$ cat config.mk
export PLATFORM = sky130hd
export DESIGN_NAME = tpb_top
export DESIGN_NICKNAME = d
export VERILOG_FILES = /design/src/tpb_pkg.sv /design/src/tpb_top.sv
export SDC_FILE = /design/constraint.sdc
export NUM_CORES = 1
export LEC_CHECK = 0
export CORE_ASPECT_RATIO = 1.4
export CORE_MARGIN = 5
export CORE_UTILIZATION = 30
export DETAILED_ROUTE_END_ITERATION = 8
export DONT_BUFFER_PORTS = 1
export GPL_TIMING_DRIVEN = 1
export PLACE_DENSITY = 0.49
export SKIP_CTS_REPAIR_TIMING = 1
export SYNTH_ARGS = -nofsm -noshare
export SYNTH_HDL_FRONTEND = slang
export SYNTH_SLANG_ARGS = --single-unit
export TNS_END_PERCENT = 30
$ cat constraint.sdc
create_clock -name clk -period 14.9 [get_ports clk]
set_input_delay 0.745 -clock clk [delete_from_list [all_inputs] [get_ports clk]]
set_output_delay 0.745 -clock clk [all_outputs]
set_load 0.02 [all_outputs]
$ cat src/tpb_pkg.sv
package tpb_pkg;
    // switching period in clocks, a multiple of six
    localparam int          PERIOD_DEF   = 60;
    localparam int          CNT_W        = 16;
    localparam int          CUR_W        = 12;
    localparam int          MV_W         = 12;
    // reference levels in millivolts
    localparam logic [11:0] REF_MV_00    = 12'h258;
    localparam logic [11:0] REF_MV_01    = 12'h384;
    localparam logic [11:0] REF_MV_10    = 12'h4B0;
    localparam logic [11:0] REF_MV_11    = 12'h5DC;
    localparam logic [11:0] REF_HEAD_MV  = 12'h12C;
    // balance filter: error shift per cycle
    localparam int          FILT_SHIFT   = 2;

    typedef struct packed {
        logic [CNT_W-1:0] cnt;
        logic             ph1;
        logic             ph2;
        logic             win1;
        logic             win2;
        logic [CUR_W-1:0] smp1;
        logic [CUR_W-1:0] smp2;
        logic [CUR_W-1:0] avg;
        logic signed [CUR_W:0] corr1;
        logic signed [CUR_W:0] corr2;
        logic [MV_W-1:0]  target;
        logic             two_ph;
        logic             ug1;
        logic             lg1;
        logic             ug2;
        logic             lg2;
    } tpb_state_s;
endpackage

$ cat src/tpb_top.sv
// Operation
// - two channels run unless single-channel mode is selected.
// - cycle starts when period clock drives phase one low.
// - phase two terminates half a period after phase one.
// - falling pulse turns upper off, lower on; rising the reverse.
// - pulse held low at least one third of a period.
// - after off-time, pulse rises when corrected error level crosses ramp.
// - high pulse stays high until its next termination.
// - grounded phase-count select gives single channel, second inactive.
// - each cycle sample active currents, sum, divide by active count.
// - per channel filtered sample-average difference trims pulse width.
// - sample window opens one sixth after fall, closes on rise.
// - sample at window close is held for the cycle average and balancing.
// - reference select 00..11 gives 0.6, 0.9, 1.2, 1.5 V.
// - target is lesser of applied reference and decoded plus 300 mV.
// - each channel duty is limited to 66 percent.
module tpb_top #(
    parameter int PERIOD = tpb_pkg::PERIOD_DEF
) (
    input  wire logic                     clk,
    input  wire logic                     rst,
    input  wire logic                     phase_count_select,
    input  wire logic                     ref_select_low_bit,
    input  wire logic                     ref_select_high_bit,
    input  wire logic [tpb_pkg::MV_W-1:0] applied_ref_mv,
    input  wire logic [tpb_pkg::MV_W-1:0] error_amp_level,
    input  wire logic [tpb_pkg::CUR_W-1:0] channel_current_sense_1,
    input  wire logic [tpb_pkg::CUR_W-1:0] channel_current_sense_2,
    output logic                          phase_one_pulse,
    output logic                          phase_two_pulse,
    output logic                          upper_gate_drive_1,
    output logic                          lower_gate_drive_1,
    output logic                          upper_gate_drive_2,
    output logic                          lower_gate_drive_2,
    output logic                          sample_window_1,
    output logic                          sample_window_2,
    output logic [tpb_pkg::CUR_W-1:0]     cycle_average_current,
    output logic [tpb_pkg::MV_W-1:0]      regulation_target_mv
);
    localparam int CW = tpb_pkg::CNT_W;
    localparam logic [CW-1:0] P_LAST  = CW'(PERIOD - 1);
    localparam logic [CW-1:0] P_HALF  = CW'(PERIOD / 2);
    localparam logic [CW-1:0] P_THIRD = CW'(PERIOD / 3);
    localparam logic [CW-1:0] P_SIXTH = CW'(PERIOD / 6);

    // pin inputs pass two flops; analog levels arrive as sampled words
    logic [2:0] pin_meta_reg;
    logic [2:0] pin_sync_reg;
    logic [tpb_pkg::CUR_W-1:0] cs1_meta_reg;
    logic [tpb_pkg::CUR_W-1:0] cs1_sync_reg;
    logic [tpb_pkg::CUR_W-1:0] cs2_meta_reg;
    logic [tpb_pkg::CUR_W-1:0] cs2_sync_reg;
    logic [tpb_pkg::MV_W-1:0]  ea_meta_reg;
    logic [tpb_pkg::MV_W-1:0]  ea_sync_reg;
    logic [tpb_pkg::MV_W-1:0]  ar_meta_reg;
    logic [tpb_pkg::MV_W-1:0]  ar_sync_reg;

    // synchronisers: first stage feeds only the second
    always_ff @(posedge clk or posedge rst) begin
        if (rst) begin
            pin_meta_reg <= 3'h0;
            pin_sync_reg <= 3'h0;
            cs1_meta_reg <= '0;
            cs1_sync_reg <= '0;
            cs2_meta_reg <= '0;
            cs2_sync_reg <= '0;
            ea_meta_reg  <= '0;
            ea_sync_reg  <= '0;
            ar_meta_reg  <= '0;
            ar_sync_reg  <= '0;
        end else begin
            pin_meta_reg <= {ref_select_high_bit, ref_select_low_bit,
                             phase_count_select};
            pin_sync_reg <= pin_meta_reg;
            cs1_meta_reg <= channel_current_sense_1;
            cs1_sync_reg <= cs1_meta_reg;
            cs2_meta_reg <= channel_current_sense_2;
            cs2_sync_reg <= cs2_meta_reg;
            ea_meta_reg  <= error_amp_level;
            ea_sync_reg  <= ea_meta_reg;
            ar_meta_reg  <= applied_ref_mv;
            ar_sync_reg  <= ar_meta_reg;
        end
    end

    tpb_pkg::tpb_state_s s_reg;
    tpb_pkg::tpb_state_s s_next;

    logic [CW-1:0] off1;
    logic [CW-1:0] off2;
    logic [CW-1:0] ramp1;
    logic [CW-1:0] ramp2;
    logic signed [CW+1:0] lvl1;
    logic signed [CW+1:0] lvl2;
    logic [tpb_pkg::MV_W-1:0] dac_mv;
    logic [tpb_pkg::MV_W-1:0] dac_head;
    logic [tpb_pkg::CUR_W:0]  sum;
    logic signed [tpb_pkg::CUR_W+1:0] err1;
    logic signed [tpb_pkg::CUR_W+1:0] err2;
    logic term1;
    logic term2;

    // phase-relative counters and ramps
    always_comb begin
        off1 = s_reg.cnt;
        off2 = (s_reg.cnt >= P_HALF) ? s_reg.cnt - P_HALF
                                     : s_reg.cnt + P_HALF;
        // ramp spans the on-enable part of the cycle (last two thirds)
        ramp1 = (off1 >= P_THIRD) ? off1 - P_THIRD : '0;
        ramp2 = (off2 >= P_THIRD) ? off2 - P_THIRD : '0;
        lvl1 = $signed({2'b00, CW'(ea_sync_reg)}) - (CW+2)'(s_reg.corr1);
        lvl2 = $signed({2'b00, CW'(ea_sync_reg)}) - (CW+2)'(s_reg.corr2);
        term1 = (s_reg.cnt == P_LAST);
        term2 = (s_reg.cnt == P_HALF - CW'(1));
    end

    // reference decode and clamp
    always_comb begin
        unique case ({pin_sync_reg[2], pin_sync_reg[1]})
            2'b00: dac_mv = tpb_pkg::REF_MV_00;
            2'b01: dac_mv = tpb_pkg::REF_MV_01;
            2'b10: dac_mv = tpb_pkg::REF_MV_10;
            2'b11: dac_mv = tpb_pkg::REF_MV_11;
        endcase
        dac_head = dac_mv + tpb_pkg::REF_HEAD_MV;
    end

    // balancing arithmetic
    always_comb begin
        sum = s_reg.two_ph ? ({1'b0, s_reg.smp1} + {1'b0, s_reg.smp2})
                           : {1'b0, s_reg.smp1};
        err1 = $signed({2'b00, s_reg.smp1}) - $signed({2'b00, s_reg.avg});
        err2 = $signed({2'b00, s_reg.smp2}) - $signed({2'b00, s_reg.avg});
    end

    // whole next state; cycles end on fixed counts so no extra sync needed
    always_comb begin
        s_next = s_reg;
        s_next.cnt = term1 ? '0 : s_reg.cnt + CW'(1);
        s_next.two_ph = pin_sync_reg[0];
        s_next.target = (ar_sync_reg < dac_head) ? ar_sync_reg
                                                 : dac_head;
        // phase one: fall on termination, rise after off-time on crossing
        if (term1) begin
            s_next.ph1 = 1'b0;
        end else if (!s_reg.ph1 && off1 >= P_THIRD
                     && lvl1 > $signed({2'b00, ramp1})) begin
            s_next.ph1 = 1'b1;
        end
        if (!s_reg.two_ph || term2) begin
            s_next.ph2 = 1'b0;
        end else if (!s_reg.ph2 && off2 >= P_THIRD
                     && lvl2 > $signed({2'b00, ramp2})) begin
            s_next.ph2 = 1'b1;
        end
        // sample window open from one sixth after fall until rise
        s_next.win1 = !s_next.ph1 && (off1 + CW'(1) >= P_SIXTH)
                      && !term1;
        s_next.win2 = s_reg.two_ph && !s_next.ph2 && !term2
                      && (off2 + CW'(1) >= P_SIXTH);
        // capture on window close, hold otherwise; sample two is cleared in single-channel mode
        if (s_reg.win1 && !s_next.win1) begin
            s_next.smp1 = cs1_sync_reg;
        end
        if (!s_reg.two_ph) begin
            s_next.smp2 = '0;
        end else if (s_reg.win2 && !s_next.win2) begin
            s_next.smp2 = cs2_sync_reg;
        end
        // average and filtered correction once per cycle
        if (term1) begin
            s_next.avg = s_reg.two_ph ? sum[tpb_pkg::CUR_W:1]
                                      : sum[tpb_pkg::CUR_W-1:0];
            s_next.corr1 = s_reg.corr1
                + (tpb_pkg::CUR_W+1)'(err1 >>> tpb_pkg::FILT_SHIFT)
                - (tpb_pkg::CUR_W+1)'(s_reg.corr1 >>> tpb_pkg::FILT_SHIFT);
            s_next.corr2 = !s_reg.two_ph ? '0 : s_reg.corr2
                + (tpb_pkg::CUR_W+1)'(err2 >>> tpb_pkg::FILT_SHIFT)
                - (tpb_pkg::CUR_W+1)'(s_reg.corr2 >>> tpb_pkg::FILT_SHIFT);
        end
        // drivers follow the pulses, never both on
        s_next.ug1 = s_next.ph1;
        s_next.lg1 = !s_next.ph1;
        s_next.ug2 = s_next.ph2;
        s_next.lg2 = !s_next.ph2 && s_reg.two_ph;
    end

    always_ff @(posedge clk or posedge rst) begin
        if (rst) begin
            s_reg <= '0;
        end else begin
            s_reg <= s_next;
        end
    end

    assign phase_one_pulse       = s_reg.ph1;
    assign phase_two_pulse       = s_reg.ph2;
    assign upper_gate_drive_1    = s_reg.ug1;
    assign lower_gate_drive_1    = s_reg.lg1;
    assign upper_gate_drive_2    = s_reg.ug2;
    assign lower_gate_drive_2    = s_reg.lg2;
    assign sample_window_1       = s_reg.win1;
    assign sample_window_2       = s_reg.win2;
    assign cycle_average_current = s_reg.avg;
    assign regulation_target_mv  = s_reg.target;

    property p_ph1_fall;
        @(posedge clk) disable iff (rst)
        s_reg.cnt == P_LAST |=> !phase_one_pulse;
    endproperty
    a_ph1_fall: assert property (p_ph1_fall) else $error("ph1 not low");

    property p_ph2_fall;
        @(posedge clk) disable iff (rst)
        s_reg.cnt == P_HALF - CW'(1) |=> !phase_two_pulse;
    endproperty
    a_ph2_fall: assert property (p_ph2_fall) else $error("ph2 not low");

    property p_gates;
        @(posedge clk) disable iff (rst)
        !(upper_gate_drive_1 && lower_gate_drive_1)
        && (upper_gate_drive_1 == phase_one_pulse);
    endproperty
    a_gates: assert property (p_gates) else $error("gate mismatch");

    // low-run length of phase one, only for the off-time check;
    // a counter because the off-time scales with the period
    logic [CW-1:0] low_run_reg;

    always_ff @(posedge clk or posedge rst) begin
        if (rst) begin
            low_run_reg <= '0;
        end else if (phase_one_pulse) begin
            low_run_reg <= '0;
        end else if (low_run_reg != '1) begin
            low_run_reg <= low_run_reg + CW'(1);
        end
    end

    property p_offtime;
        @(posedge clk) disable iff (rst)
        $rose(phase_one_pulse) |-> $past(low_run_reg) >= P_THIRD;
    endproperty
    a_offtime: assert property (p_offtime) else $error("off too short");

    property p_no_early_rise;
        @(posedge clk) disable iff (rst)
        $rose(phase_one_pulse) |-> $past(s_reg.cnt) >= P_THIRD;
    endproperty
    a_no_early_rise: assert property (p_no_early_rise)
        else $error("rise in off-time");

    property p_stay_high;
        @(posedge clk) disable iff (rst)
        phase_one_pulse && s_reg.cnt != P_LAST |=> phase_one_pulse;
    endproperty
    a_stay_high: assert property (p_stay_high) else $error("ph1 dropped");

    property p_single;
        @(posedge clk) disable iff (rst)
        !s_reg.two_ph |=> !phase_two_pulse && !sample_window_2;
    endproperty
    a_single: assert property (p_single) else $error("ch2 active");

    property p_window;
        @(posedge clk) disable iff (rst)
        sample_window_1 |-> !phase_one_pulse && s_reg.cnt >= P_SIXTH;
    endproperty
    a_window: assert property (p_window) else $error("window early");

    property p_target;
        @(posedge clk) disable iff (rst)
        ##1 regulation_target_mv <= $past(dac_head);
    endproperty
    a_target: assert property (p_target) else $error("target high");

    property p_gates2;
        @(posedge clk) disable iff (rst)
        !(upper_gate_drive_2 && lower_gate_drive_2)
        && (upper_gate_drive_2 == phase_two_pulse);
    endproperty
    a_gates2: assert property (p_gates2) else $error("gate2 mismatch");

    property p_stay_high2;
        @(posedge clk) disable iff (rst)
        phase_two_pulse && s_reg.two_ph && s_reg.cnt != P_HALF - CW'(1)
        |=> phase_two_pulse;
    endproperty
    a_stay_high2: assert property (p_stay_high2)
        else $error("ph2 dropped");

    property p_window2;
        @(posedge clk) disable iff (rst)
        sample_window_2 |-> !phase_two_pulse && off2 >= P_SIXTH;
    endproperty
    a_window2: assert property (p_window2) else $error("window2 early");

    // single mode: average is the phase-one sample alone
    property p_avg_single;
        @(posedge clk) disable iff (rst)
        s_reg.cnt == P_LAST && !s_reg.two_ph
        |=> cycle_average_current == $past(s_reg.smp1);
    endproperty
    a_avg_single: assert property (p_avg_single)
        else $error("single average wrong");

    c_ph1_rise: cover property (@(posedge clk) $rose(phase_one_pulse));
    c_ph2_rise: cover property (@(posedge clk) $rose(phase_two_pulse));
    c_sample:   cover property (@(posedge clk) $fell(sample_window_1));
    c_single:   cover property (@(posedge clk) !s_reg.two_ph && s_reg.ph1);
endmodule

==> flow_metrics.py <==
metrics = {
    "run_status": {
        "status": "complete, no violations",
    },
    "pwr": {
        "ir_drop_mv": 0.114,
        "powerDensity_mw_per_mm2": 135,
        "total_leakage_power_uw": 0.00603,
        "p_total_uw": 1880,
    },
    "layout": {
        "final_cell_mix": "dfrtp_1, ha_1, nand2_1",
        "final.fill_count": 4521,
        "fin_nets": 1511,
        "area_growth_pct": 7.48,
        "layout_commonest_cell": "dfrtp_1",
        "multi_input_area_mm2": 0.00729,
        "drive_gt1_share_pct": 6.45,
        "largest_reg_flops": 51,
        "stdcell_count": 1855,
        "seqCellArea_mm2": 0.00498,
        "diodes": 0,
    },
    "grt": {
        "antenna_found_initial": 0,
        "overflow": 0,
        "grt_pass1_wl_mm": 53.3,
        "grtUsageTotal_pct": 14.2,
        "first_global_vias": 9859,
        "grt_max_degree": 124,
    },
    "floorplan": {
        "die_h_um": 256,
        "die_area_mm2": 0.0476,
        "pin_count": 85,
        "start_util_pct": 30.2,
        "die_w_um": 186,
        "rows": 90,
        "coreArea_mm2": 0.0430,
    },
    "timing": {
        "period_share_pct": 38.2,
        "worst_slack_ns": 9.21,
        "setup_viol": 0,
        "rsz0062_at_grt": "no",
        "worst_hold_slack_ns": 0.240,
        "fmax_mhz": 176,
        "fin_skew_ns": 0.00834,
        "drv_slew": 0,
        "final.min_clock_period_ns": 5.69,
        "tns_ns": 0,
        "slew_headroom_pct": 31.4,
        "final_hold_viol_count": 0,
        "tightest_slew_ns": 1.00,
    },
    "min_path": {
        "hold_class": "in2async",
    },
    "synth": {
        "synthXorXnorAreaFrac_pct": 6.31,
        "synth_fp_nets": 1554,
        "postSynthCellCount": 1333,
        "synth-edff-count": 0,
        "seq_area_frac_synth_pct": 38.3,
        "synth_adder_area_share_pct": 17.7,
        "synthMuxAreaShare_pct": 2.43,
        "ys_warn_count": 0,
        "yosys_register_bits": 199,
        "async_flop_share_pct": 100,
        "synth.distinct_cells": 76,
        "syn-cell-area_mm2": 0.0130,
        "synth_top_family_by_area": "adder cells",
        "synthSimpleGateAreaFrac_pct": 15.4,
        "syn_area_per_cell_um2": 9.75,
        "synth-compound-area-share_pct": 14.2,
        "ys.flop_type": "dfrtp_1",
    },
    "drt": {
        "vias": 9279,
        "antenna_left": 0,
        "drt_wl_total_mm": 32.9,
        "first_pass_iters": 4,
        "wire_per_inst_um": 17.7,
        "drc": 0,
        "drtIter0Drc": 320,
        "via_per_inst": 5.00,
    },
    "cts": {
        "cts_buffers": 17,
        "htree_levels": 4,
        "cts_buffer_depth": 2,
        "cts_root_buf": "clkbuf_16",
        "cts_tree": "yes",
        "clock_sinks": 199,
        "clk_pin_slew_ns": 0.07,
        "clk_latency_ns": 0.45,
    },
    "run": {
        "drv_cap": 0,
    },
    "critical_path": {
        "cp-start-kind": "flop",
        "criticalPathCategory": "reg2reg",
        "end_kind": "flop",
        "cp.arrival_ns": 6.05,
        "cp_max_fo": 25,
        "required_ns": 15.27,
    },
    "placement": {
        "dp_hpwl_mm": 26.0,
        "dpl.cell_count": 1823,
        "place.gp.congestion": 0.867,
        "io_buffers": 0,
        "place_ws_ns": 9.28,
    },
}
==> metal layers <==
layer	wire length, um	global-route usage, %	up-vias
met5	0	0	-
met4	1550	6.89	0
met3	868	2.33	69
met2	18100	26.7	147
met1	12300	15.0	4508
li1	-	-	4555
==> stage by stage <==
step | utilization, % | instance area (um^2)
6_report | 32.5 | 14000
2_1_floorplan | - | 13000
3_3_place_gp | 31.1 | 13400
4_1_cts | 32.5 | 14000
3_5_place_dp | 31.1 | 13400
5_1_grt | 32.5 | 14000
==> path summary, 6_finish.rpt <==
path | slack (ns) | to | startpoint | cells past startpoint
hold / removal | 0.24 | off1[14] | rst | 1
setup / recovery | 9.21 | s_reg[65] | off1[3] | 22
hold reg to reg | 0.35 | cs1_sync_reg[7] | cs1_meta_reg[7] | 0
min in group clk | 0.32 | ea_meta_reg[3] | error_amp_level[3] | 0
max in group asynchronous | 13.08 | cs2_meta_reg[3] | rst | 2
setup reg to reg | 9.21 | s_reg[65] | off1[3] | 22
==> cell type report <==
| class | instances | area share (%) |
|---|---|---|
| Clock buffer | 19 | 3.24 |
| Clock inverter | 13 | 1.15 |
| Inverter | 92 | 2.53 |
| Multi-Input combinational cell | 974 | 52.2 |
| Sequential cell | 199 | 35.6 |
| Tap cell | 552 | 4.94 |
| Timing Repair Buffer | 6 | 0.322 |
==> power breakdown <==
group	leakage, uW	internal (uW)	switching [uW]
Sequential	0.00246	576	38.8
Clock	0.000296	261	221
Combinational	0.00327	359	423
Total	0.00603	1200	683
==> worst max-delay path: stages, from the launching register on <==
cell and delay, ns:
dfrtp_1 0.58, ha_1 0.41, nand3_1 0.24, o211ai_2 0.42, nor2_1 0.13, xnor2_1 0.51
ha_1 0.35, o41a_1 0.22, o2111ai_2 0.30, nand2_1 0.18, ha_1 0.25, nor2b_1 0.14
o21a_1 0.15, o21ai_0 0.14, a21oi_1 0.09, o21ai_0 0.15, a21boi_0 0.11, o21ai_0 0.23
nor3_2 0.11, a2111oi_4 0.29, buf_4 0.31, o21ai_0 0.14, o21ai_1 0.11
==> Yosys cell counts (16+ instances only) <==
library cell | number | share of area, %
o21ai_0 | 78 | 3.0
ha_1 | 141 | 14
o21ai_1 | 20 | 0.77
nor2b_1 | 17 | 0.82
nand2b_1 | 17 | 0.82
mux2_2 | 20 | 1.7
nand3_1 | 46 | 1.8
nand2_1 | 95 | 2.7
o21a_1 | 23 | 1.3
and3_1 | 16 | 0.77
clkbuf_1 | 27 | 0.78
fa_1 | 27 | 4.2
buf_4 | 26 | 1.5
nor2_1 | 88 | 2.5
inv_1 | 91 | 2.6
a21oi_1 | 59 | 2.3
dfrtp_1 | 199 | 38
a21o_1 | 16 | 0.92
xor2_1 | 35 | 2.4
nor3_1 | 46 | 1.8
xnor2_1 | 56 | 3.8
==> kinds of logic (layout without fill, tap and decap cells) <==
kind of cell | Yosys count | after routing
and+or+nand+nor | 400 | 400
AOI/OAI and AO/OA | 285 | 285
DFF | 199 | 199
adders and majority gates | 168 | 168
buffers and inverters | 160 | 130
xor gates and xnor gates | 92 | 92
muxes | 29 | 29
No activity file was read; power rests on OpenSTA's default activity.
